===== src/hw/reload_timer_pkg.sv =====
// Shared constants for the reload/capture/baud timer: register map, control bits, reset values.
package reload_timer_pkg;

    ////////////////////////////////////////////////////////////////////////////////
    // Bus geometry
    localparam int APB_ADDR_W = 12;            // Byte address width, index lives in bits above two
    localparam int INDEX_W = 10;               // Register index width
    localparam logic [1:0] WORD_ALIGN = 2'h0;  // Low address bits of an aligned word

    ////////////////////////////////////////////////////////////////////////////////
    // Register indices; byte address is four times the index
    localparam logic [9:0] CONTROL_INDEX = 10'h0c8;      // Timer control register
    localparam logic [9:0] RELOAD_LOW_INDEX = 10'h0ca;   // Capture/reload low byte
    localparam logic [9:0] RELOAD_HIGH_INDEX = 10'h0cb;  // Capture/reload high byte
    localparam logic [9:0] COUNT_LOW_INDEX = 10'h0cc;    // Count low byte
    localparam logic [9:0] COUNT_HIGH_INDEX = 10'h0cd;   // Count high byte
    localparam logic [9:0] CONTROL_BIT_INDEX = 10'h0ce;  // Single-bit access to the control register

    ////////////////////////////////////////////////////////////////////////////////
    // Control register bit positions
    localparam int OVERFLOW_FLAG_BIT = 7;
    localparam int EXTERNAL_EVENT_FLAG_BIT = 6;
    localparam int RX_CLOCK_SELECT_BIT = 5;
    localparam int TX_CLOCK_SELECT_BIT = 4;
    localparam int EXTERNAL_TRIGGER_ENABLE_BIT = 3;
    localparam int RUN_CONTROL_BIT = 2;
    localparam int COUNT_SOURCE_SELECT_BIT = 1;
    localparam int CAPTURE_MODE_SELECT_BIT = 0;

    // Single-bit access word: bit number in the low bits, new value above
    localparam int BIT_SEL_W = 3;
    localparam int BIT_VALUE_POS = 8;

    ////////////////////////////////////////////////////////////////////////////////
    // Reset values and counting constants
    localparam logic [7:0] CONTROL_RESET = 8'h00;
    localparam logic [15:0] COUNT_RESET = 16'h0000;
    localparam logic [15:0] RELOAD_RESET = 16'h0000;
    localparam logic [15:0] COUNT_MAX = 16'hffff;
    localparam logic [15:0] COUNT_STEP = 16'h0001;
    localparam logic [31:0] READ_ZERO = 32'h0000_0000;

    // Serial port modes that take their bit clock from a timer
    localparam logic [1:0] SERIAL_MODE_1 = 2'h1;
    localparam logic [1:0] SERIAL_MODE_3 = 2'h3;

endpackage


===== src/hw/pin_edge_sync.sv =====
// Two-stage pin synchroniser with a falling-edge detector behind it.
`timescale 1ns/1ps
module pin_edge_sync #(
    parameter int STAGES = 2,              // Synchroniser depth, at least two
    parameter logic RESET_LEVEL = 1'b1     // Idle pin level, avoids a false edge after reset
) (
    input wire logic pclk,
    input wire logic presetn,
    input wire logic pin_in,
    output logic pin_level,
    output logic fall_pulse
);

    logic [STAGES-1:0] sync_q; // Stage 0 is only read by stage 1
    logic prev_q;              // Previous synchronised level

    ////////////////////////////////////////////////////////////////////////////////
    // Shift the pin through the synchroniser
    always_ff @(posedge pclk or negedge presetn) begin
        if (!presetn) begin
            sync_q <= {STAGES{RESET_LEVEL}};
        end else begin
            sync_q <= {sync_q[STAGES-2:0], pin_in};
        end
    end

    // Remember the last settled level for edge detection
    always_ff @(posedge pclk or negedge presetn) begin
        if (!presetn) begin
            prev_q <= RESET_LEVEL;
        end else begin
            prev_q <= sync_q[STAGES-1];
        end
    end

    assign pin_level = sync_q[STAGES-1];
    // One-cycle pulse on a settled high-to-low change
    assign fall_pulse = prev_q & ~sync_q[STAGES-1];

endmodule


===== src/hw/reload_timer.sv =====
// Sixteen-bit timer/counter with autoreload, capture and baud-clock modes behind an APB slave.
//
// The APB register port was decided locally.
`timescale 1ns/1ps

////////////////////////////////////////////////////////////////////////////////
// Functional notes
// - Overflow flag set on rollover, not in baud mode
// - Trigger-caused capture or reload sets external flag
// - Receive clock select picks this timer's overflow
// - Transmit clock select picks this timer's overflow
// - Trigger pin honoured only when enabled, not baud
// - Run bit low stops the timer entirely
// - Source select picks count pin or clock
// - Capture select chooses capture versus autoreload
// - Baud mode forces autoreload, ignores capture select
// - Autoreload rollover sets flag, loads reload value
// - Enabled trigger edge also reloads and flags
// - Capture mode counts freely, flags each overflow
// - Capture copies count into reload bytes, flags
// - Baud mode: no overflow flag, trigger ignored so no external flag
// - Count and reload byte pairs are software accessible
// - Control resets to zero, bit access provided
module reload_timer
    import reload_timer_pkg::*;
#(
    parameter int SYNC_STAGES = 2     // Depth of the pin synchronisers
) (
    input wire logic pclk,
    input wire logic presetn,
    input wire logic psel,
    input wire logic penable,
    input wire logic pwrite,
    input wire logic [APB_ADDR_W-1:0] paddr,
    input wire logic [31:0] pwdata,
    input wire logic [3:0] pstrb,
    output logic [31:0] prdata,
    output logic pready,
    output logic pslverr,
    input wire logic count_pin,         // External count input, asynchronous
    input wire logic trigger_pin,       // External trigger input, asynchronous
    input wire logic [1:0] serial_mode, // Serial port mode from the UART
    input wire logic timer1_overflow,   // Other timer's overflow pulse, same clock
    output logic timer_overflow,        // Registered overflow pulse
    output logic rx_baud_clock,         // Registered receive bit-clock pulse
    output logic tx_baud_clock,         // Registered transmit bit-clock pulse
    output logic overflow_flag,         // Sticky overflow flag level
    output logic external_event_flag    // Sticky external flag level
);

    ////////////////////////////////////////////////////////////////////////////////
    // State and next values
    logic [7:0] control_q;   // Timer control register
    logic [7:0] control_d;
    logic [15:0] count_q;    // Live count
    logic [15:0] count_d;
    logic [15:0] reload_q;   // Capture/reload value
    logic [15:0] reload_d;
    logic [31:0] prdata_q;   // Read data, captured in the setup cycle
    logic [31:0] prdata_d;
    logic timer_overflow_q;
    logic rx_baud_clock_q;
    logic tx_baud_clock_q;

    ////////////////////////////////////////////////////////////////////////////////
    // Pin synchronisers
    logic count_fall;        // Settled falling edge on the count pin
    logic trigger_fall;      // Settled falling edge on the trigger pin

    // Count pin: both edges settle through the same depth
    pin_edge_sync #(
        .STAGES(SYNC_STAGES),
        .RESET_LEVEL(1'b1)
    ) u_count_sync (
        .pclk(pclk),
        .presetn(presetn),
        .pin_in(count_pin),
        .pin_level(),
        .fall_pulse(count_fall)
    );

    // Trigger pin; a pin already low at reset gives one edge once it has settled
    pin_edge_sync #(
        .STAGES(SYNC_STAGES),
        .RESET_LEVEL(1'b1)
    ) u_trigger_sync (
        .pclk(pclk),
        .presetn(presetn),
        .pin_in(trigger_pin),
        .pin_level(),
        .fall_pulse(trigger_fall)
    );

    ////////////////////////////////////////////////////////////////////////////////
    // APB decode
    logic [INDEX_W-1:0] index;   // Word index of the current address
    logic aligned;               // Low address bits are zero
    logic mapped;                // Address names a register
    logic setup_phase;
    logic access_phase;
    logic wr_en;                 // Write takes effect this edge
    logic control_wr;
    logic control_bit_wr;
    logic reload_low_wr;
    logic reload_high_wr;
    logic count_low_wr;
    logic count_high_wr;
    logic count_wr;              // Any software write to the count

    assign index = paddr[APB_ADDR_W-1:2];
    assign aligned = (paddr[1:0] == WORD_ALIGN);
    assign setup_phase = psel & ~penable;
    assign access_phase = psel & penable;

    // Only the six words answer; anything else is a slave error
    always_comb begin
        case (index)
            CONTROL_INDEX, CONTROL_BIT_INDEX, RELOAD_LOW_INDEX, RELOAD_HIGH_INDEX,
            COUNT_LOW_INDEX, COUNT_HIGH_INDEX: begin
                mapped = aligned;
            end
            default: begin
                mapped = 1'b0;
            end
        endcase
    end

    // Data sits in byte lane zero, bar the bit-access value at bit 8; only strobe zero gates writes
    assign wr_en = access_phase & pwrite & mapped & pstrb[0];
    assign control_wr = wr_en & (index == CONTROL_INDEX);
    assign control_bit_wr = wr_en & (index == CONTROL_BIT_INDEX);
    assign reload_low_wr = wr_en & (index == RELOAD_LOW_INDEX);
    assign reload_high_wr = wr_en & (index == RELOAD_HIGH_INDEX);
    assign count_low_wr = wr_en & (index == COUNT_LOW_INDEX);
    assign count_high_wr = wr_en & (index == COUNT_HIGH_INDEX);
    assign count_wr = count_low_wr | count_high_wr;

    // Zero wait states; error only for unmapped words
    assign pready = 1'b1;
    assign pslverr = access_phase & ~mapped;

    ////////////////////////////////////////////////////////////////////////////////
    // Mode decode from the control register
    logic run;               // Timer enabled
    logic baud_mode;         // Either serial clock select set
    logic capture_mode;      // Capture select honoured
    logic trigger_enable;
    logic tick;              // One count step this cycle
    logic rollover;          // Count passes all ones to zero
    logic trigger_event;     // Qualified trigger edge
    logic capture_event;
    logic reload_event;
    logic overflow_flag_set;
    logic external_flag_set;
    logic serial_timed;      // Serial mode uses a timer bit clock

    assign run = control_q[RUN_CONTROL_BIT];
    assign baud_mode = control_q[RX_CLOCK_SELECT_BIT] | control_q[TX_CLOCK_SELECT_BIT];
    // Baud mode masks capture select and forces reload
    assign capture_mode = control_q[CAPTURE_MODE_SELECT_BIT] & ~baud_mode;
    assign trigger_enable = control_q[EXTERNAL_TRIGGER_ENABLE_BIT];

    // Count pin edges or every clock; nothing while stopped
    assign tick = run & (control_q[COUNT_SOURCE_SELECT_BIT] ? count_fall : 1'b1);
    assign rollover = tick & (count_q == COUNT_MAX);

    // Trigger ignored unless enabled and not clocking the UART; a stopped timer ignores it too
    assign trigger_event = run & trigger_enable & ~baud_mode & trigger_fall;
    assign capture_event = trigger_event & capture_mode;
    assign reload_event = (rollover & ~capture_mode) | (trigger_event & ~capture_mode);

    // No overflow flag while generating baud clocks
    assign overflow_flag_set = rollover & ~baud_mode;
    assign external_flag_set = trigger_event;

    assign serial_timed = (serial_mode == SERIAL_MODE_1) | (serial_mode == SERIAL_MODE_3);

    ////////////////////////////////////////////////////////////////////////////////
    // Control register: software write, then hardware sets on top
    always_comb begin
        control_d = control_q;
        if (control_wr) begin
            control_d = pwdata[7:0];
        end else if (control_bit_wr) begin
            // Single-bit write leaves the other bits alone
            control_d[pwdata[BIT_SEL_W-1:0]] = pwdata[BIT_VALUE_POS];
        end
        // Sets applied last so an event is never lost to a clear
        if (overflow_flag_set) begin
            control_d[OVERFLOW_FLAG_BIT] = 1'b1;
        end
        if (external_flag_set) begin
            control_d[EXTERNAL_EVENT_FLAG_BIT] = 1'b1;
        end
    end

    // Control register flops
    always_ff @(posedge pclk or negedge presetn) begin
        if (!presetn) begin
            control_q <= CONTROL_RESET;
        end else begin
            control_q <= control_d;
        end
    end

    ////////////////////////////////////////////////////////////////////////////////
    // Count: reload or step, with software byte writes winning
    always_comb begin
        count_d = count_q;
        if (reload_event) begin
            count_d = reload_q;
        end else if (tick) begin
            count_d = count_q + COUNT_STEP;
        end
        // A software write is the newest intent, so it overrides the step
        if (count_low_wr) begin
            count_d[7:0] = pwdata[7:0];
        end
        if (count_high_wr) begin
            count_d[15:8] = pwdata[7:0];
        end
    end

    // Count flops
    always_ff @(posedge pclk or negedge presetn) begin
        if (!presetn) begin
            count_q <= COUNT_RESET;
        end else begin
            count_q <= count_d;
        end
    end

    ////////////////////////////////////////////////////////////////////////////////
    // Reload bytes: software preset, hardware capture wins
    always_comb begin
        reload_d = reload_q;
        if (reload_low_wr) begin
            reload_d[7:0] = pwdata[7:0];
        end
        if (reload_high_wr) begin
            reload_d[15:8] = pwdata[7:0];
        end
        // Capture keeps the measured edge time even against a write
        if (capture_event) begin
            reload_d = count_q;
        end
    end

    // Reload flops
    always_ff @(posedge pclk or negedge presetn) begin
        if (!presetn) begin
            reload_q <= RELOAD_RESET;
        end else begin
            reload_q <= reload_d;
        end
    end

    ////////////////////////////////////////////////////////////////////////////////
    // Read data mux, sampled in the setup cycle so it is stable for access
    always_comb begin
        case (index)
            CONTROL_INDEX, CONTROL_BIT_INDEX: begin
                prdata_d = {24'h00_0000, control_q};
            end
            RELOAD_LOW_INDEX: begin
                prdata_d = {24'h00_0000, reload_q[7:0]};
            end
            RELOAD_HIGH_INDEX: begin
                prdata_d = {24'h00_0000, reload_q[15:8]};
            end
            COUNT_LOW_INDEX: begin
                prdata_d = {24'h00_0000, count_q[7:0]};
            end
            COUNT_HIGH_INDEX: begin
                prdata_d = {24'h00_0000, count_q[15:8]};
            end
            default: begin
                prdata_d = READ_ZERO;
            end
        endcase
        if (!aligned) begin
            prdata_d = READ_ZERO;
        end
    end

    // Read data flops; the count byte read is a snapshot of the setup cycle
    always_ff @(posedge pclk or negedge presetn) begin
        if (!presetn) begin
            prdata_q <= READ_ZERO;
        end else if (setup_phase && !pwrite) begin
            prdata_q <= prdata_d;
        end
    end

    ////////////////////////////////////////////////////////////////////////////////
    // Overflow and baud clock pulses to the UART
    always_ff @(posedge pclk or negedge presetn) begin
        if (!presetn) begin
            timer_overflow_q <= 1'b0;
            rx_baud_clock_q <= 1'b0;
            tx_baud_clock_q <= 1'b0;
        end else begin
            timer_overflow_q <= rollover;
            // Only modes 1 and 3 take a timer bit clock
            rx_baud_clock_q <= serial_timed & (control_q[RX_CLOCK_SELECT_BIT] ? rollover : timer1_overflow);
            tx_baud_clock_q <= serial_timed & (control_q[TX_CLOCK_SELECT_BIT] ? rollover : timer1_overflow);
        end
    end

    assign prdata = prdata_q;
    assign timer_overflow = timer_overflow_q;
    assign rx_baud_clock = rx_baud_clock_q;
    assign tx_baud_clock = tx_baud_clock_q;
    assign overflow_flag = control_q[OVERFLOW_FLAG_BIT];
    assign external_event_flag = control_q[EXTERNAL_EVENT_FLAG_BIT];
endmodule


===== config.mk =====
export PLATFORM = sky130hd
export DESIGN_NAME = reload_timer
export DESIGN_NICKNAME = d
export VERILOG_FILES = /design/src/hw/reload_timer_pkg.sv /design/src/hw/pin_edge_sync.sv /design/src/hw/reload_timer.sv
export SDC_FILE = /design/constraint.sdc
export NUM_CORES = 1
export LEC_CHECK = 0
export BUFFER_PORTS_ARGS = -buffer_cell sky130_fd_sc_hd__buf_2
export CORE_AREA = 5 5 102 104
export DETAILED_ROUTE_END_ITERATION = 6
export DIE_AREA = 0 0 107 109
export GPL_TIMING_DRIVEN = 0
export HOLD_SLACK_MARGIN = 0.08
export PLACE_DENSITY = 0.64
export SLEW_MARGIN = 20
export SYNTH_ARGS = -nofsm -noshare
export SYNTH_HDL_FRONTEND = slang
export SYNTH_SLANG_ARGS = --single-unit

===== constraint.sdc =====
create_clock -name pclk -period 3.4 [get_ports pclk]
set_clock_uncertainty 0.1 [all_clocks]
set_input_delay 0.34 -clock pclk [delete_from_list [all_inputs] [get_ports pclk]]
set_output_delay 0.34 -clock pclk [all_outputs]
set_load 0.005 [all_outputs]

==> results.sh <==
export IMPL_postCtsHoldBufs=3
export IMPL_cp_start_kind="flop"
export IMPL_worst_slew_pin_slew_ns=1.01
export IMPL_synth_edff_count=0
export IMPL_multi_input_area_mm2=0.00240
export IMPL_switching_share=0.263
export IMPL_relSlewSlack=0.319
export IMPL_grt_pass1_wl_um=21000
export IMPL_vias=4115
export IMPL_grt_pass1_vias=3900
export IMPL_htree_levels=3
export IMPL_postSynthAreaPerCell_um2=8.78
export IMPL_p_int_mw=1.07
export IMPL_tritoncts="yes"
export IMPL_switchingPower_mw=0.381
export IMPL_cts_inserted_buffers=9
export IMPL_timing_rr_start="control_q[5]"
export IMPL_numClockSinks=57
export IMPL_start_util=0.433
export IMPL_ant_nets=0
export IMPL_syn_area_mm2=0.00409
export IMPL_cp_max_fo=9
export IMPL_die_h_um=109
export IMPL_seqPwrFrac=0.475
export IMPL_fillCellCount=927
export IMPL_hold_end="tx_baud_clock"
export IMPL_hold_slack_ns=0.122
export IMPL_worst_r2r_cell_count=5
export IMPL_cp_data_arrival_time_ns=2.96
export IMPL_gp_congestion=0.908
export IMPL_dieArea_mm2=0.0117
export IMPL_cts_max_path_buffers=2
export IMPL_path_buf_inv=0
export IMPL_critPathMaxStageDelay_ns=0.81
export IMPL_period_needed_ns=2.83
export IMPL_fin_tns_setup_ns=0
export IMPL_insertion_delay_ns=0.36
export IMPL_crit_start="control_q[5]"
export IMPL_numPortBuffers=42
export IMPL_antenna_cells=0
export IMPL_holdPathStages=2
export IMPL_worstHoldStart="serial_mode[0]"
export IMPL_min_delay_path_class="input port to flop"
export IMPL_slew_violations=0
export IMPL_area_sequential_mm2=0.00143
export IMPL_synth_top_area_share=0.312
export IMPL_maxCapViolCount=0
export IMPL_ys_flop_type="dfrtp_1"
export IMPL_outcome="completed"
export IMPL_ctsResizeCount=0
export IMPL_cpMaxStageDelayCell="nor3_1"
export IMPL_finalHoldViolations=0
export IMPL_path_class="flop to flop"
export IMPL_dr_pass1_iters=6
export IMPL_core_area_mm2=0.00946
export IMPL_fin_crit_sh=0.834
export IMPL_path_cells="or2_2, nor3_1, o22ai_1, a2111oi_0, nor3_1"
export IMPL_endpoint_kind="flop"
export IMPL_drive_above_1_share=0.198
export IMPL_syn_to_final_growth_pct=16.1
export IMPL_peakVddDrop_uv=171
export IMPL_yosys_warnings=0
export IMPL_cp_common_cell="nor3_1"
export IMPL_yosysTopAreaCell="dfrtp_1"
export IMPL_async_reset_ff_frac=1.00
export IMPL_final_nets=604
export IMPL_pwr_share_comb=0.096
export IMPL_die_w_um=107
export IMPL_cellPowerDensity_mw_per_mm2=305
export IMPL_drc=0
export IMPL_critPathTopFamily="simple AND/OR/NAND/NOR gates"
export IMPL_synth_top_cells_by_area="dfrtp_1 (31%), mux2i_1 (5.9%), buf_4 (4.8%), a21oi_1 (4.4%), dfstp_2 (3.9%)"
export IMPL_via_per_inst=6.20
export IMPL_pwr_share_clk=0.429
export IMPL_wl_um=13400
export IMPL_drt_iter0_drc=401
export IMPL_grt_max_degree=58
export IMPL_max_freq_ghz=0.353
export IMPL_syn_inst=466
export IMPL_rrSetupSlack_ns=0.57
export IMPL_p_leak_nw=2.13
export IMPL_root_buffer="clkbuf_8"
export IMPL_overflow=0
export IMPL_timing_rr_end="count_q[15]"
export IMPL_required_ns=3.52
export IMPL_path_depth=5
export IMPL_path_clk_slew_ns=0.06
export IMPL_seq_area_frac_synth=0.350
export IMPL_row_count=36
export IMPL_ios=97
export IMPL_ys_seq_elements=57
export IMPL_setup_viol=0
export IMPL_antenna_found_initial=1
export IMPL_cts_setup_buffers=0
export IMPL_synth_cell_type_count=68
export IMPL_wl_per_cell_um=20.2
export IMPL_dp_hpwl_um=9650
export IMPL_grt_usage=0.234
export IMPL_rsz0062_at_grt="false"
## power by group through the flow
stage          logic [mW]  registers, mW  clock network, mW
3_5_place_dp        0.133          0.701                  0
6_report            0.139          0.688              0.621
5_1_grt             0.153          0.688              0.653
3_3_place_gp        0.131          0.701                  0
2_1_floorplan      0.0756          0.700                  0
4_1_cts             0.136          0.688              0.626
## per-stage QoR
step	setup slack (ns)	utilization	instance area, µm²	power (mW)	std cells
finish	0.566	0.502	4750	1.45	664
global route	0.403	0.502	4750	1.49	664
CTS	0.640	0.502	4750	1.45	664
detailed placement	0.620	0.479	4530	0.834	645
global placement	0.649	0.479	4530	0.832	645
floorplan	0.996	-	4180	0.776	489
## Yosys cell counts, types with 3 or more instances
cell type   n
dfrtp_1    51
nor2_1     38
a21oi_1    36
nand2_1    34
clkbuf_1   27
buf_4      26
mux2i_1    24
o21ai_0    16
nand3_1    13
nor3_1     13
a22oi_1    10
nor4_1     10
o211ai_1    9
a31oi_1     8
mux2_1      8
or3_1       8
a21o_1      7
o31ai_1     7
xor2_1      7
a222oi_1    6
and3_1      6
dfstp_2     6
nor3b_1     6
or2_2       6
inv_1       5
nand4_1     5
a32oi_1     4
and4_1      4
nand2b_1    4
nor2b_1     4
nor4b_1     4
o2111ai_1   4
a211oi_1    3
a221oi_1    3
or3b_2      3
## logic make-up (layout without fill, tap and decap cells)
kind of cell    Yosys count  in the layout  share of synthesized area
mux                      34             34                     0.0862
simple gates            165            165                      0.216
flops                    57             57                      0.350
xor+xnor                  9              9                     0.0238
buf+inv                  62            123                     0.0832
compound gates          136            136                      0.236
fa+ha+maj                 1              1                    0.00306
other cells               2             25                    0.00183
## sequential cells by signal, summed over array words and instances, names as in the netlist
register and cells:
control_q 8, u_count_sync.prev_q 1, timer_overflow 1, prdata 8, reload_q 16, u_trigger_sync.prev_q 1, u_trigger_sync.sync_q 2, u_count_sync.sync_q 2
tx_baud_clock 1, count_q 16, rx_baud_clock 1
## worst reg2reg max path: cells and delay by family, from the launching register on
kind	cells	cell delay [ns]
simple gates	3	1.30
flops	1	0.48
compound gates	2	0.82
## cell usage in the layout (no fill, tap or decap), types with 4 or more instances in the layout
cell type  synthesis  layout
a21o_1             7       7
a21oi_1           36      36
a222oi_1           6       6
a22oi_1           10      10
a31oi_1            8       8
a32oi_1            4       4
and3_1             6       6
and4_1             4       4
buf_2              2      43
buf_4             26      27
clkbuf_1          27      29
clkbuf_8           0      12
conb_1             2      25
dfrtp_1           51      51
dfstp_2            6       6
inv_1              5       5
mux2_1             8       8
mux2i_1           24      24
nand2_1           34      34
nand2b_1           4       4
nand3_1           13      13
nand4_1            5       5
nor2_1            38      38
nor2b_1            4       4
nor3_1            13      13
nor3b_1            6       6
nor4_1            10      10
nor4b_1            4       4
o2111ai_1          4       4
o211ai_1           9       9
o21ai_0           16      16
o31ai_1            7       7
or2_2              6       6
or3_1              8       8
xor2_1             7       7
## layer usage
metal,track usage,routed length [µm],up-vias
met3,0.0645,1280,48
met2,0.342,5750,257
met4,0.131,587,2
li1,-,-,1874
met5,0,11,-
met1,0.313,5800,1934
## cell type report
type,count,area share
multi-input cells,370,0.506
flip-flops and latches,57,0.302
plain buffers,57,0.0677
repair buffers,45,0.0511
clock buffers,14,0.0364
well taps,114,0.0300
inverters,5,0.00395
clock inverters,2,0.00263
## worst max path at each step
stage,endpoint
3_5_place_dp,control_q[5]
5_1_grt,count_q[9]
3_3_place_gp,control_q[4]
2_1_floorplan,control_q[0]
4_1_cts,count_q[15]
6_report,count_q[15]
(Power assumes the default switching activity.)
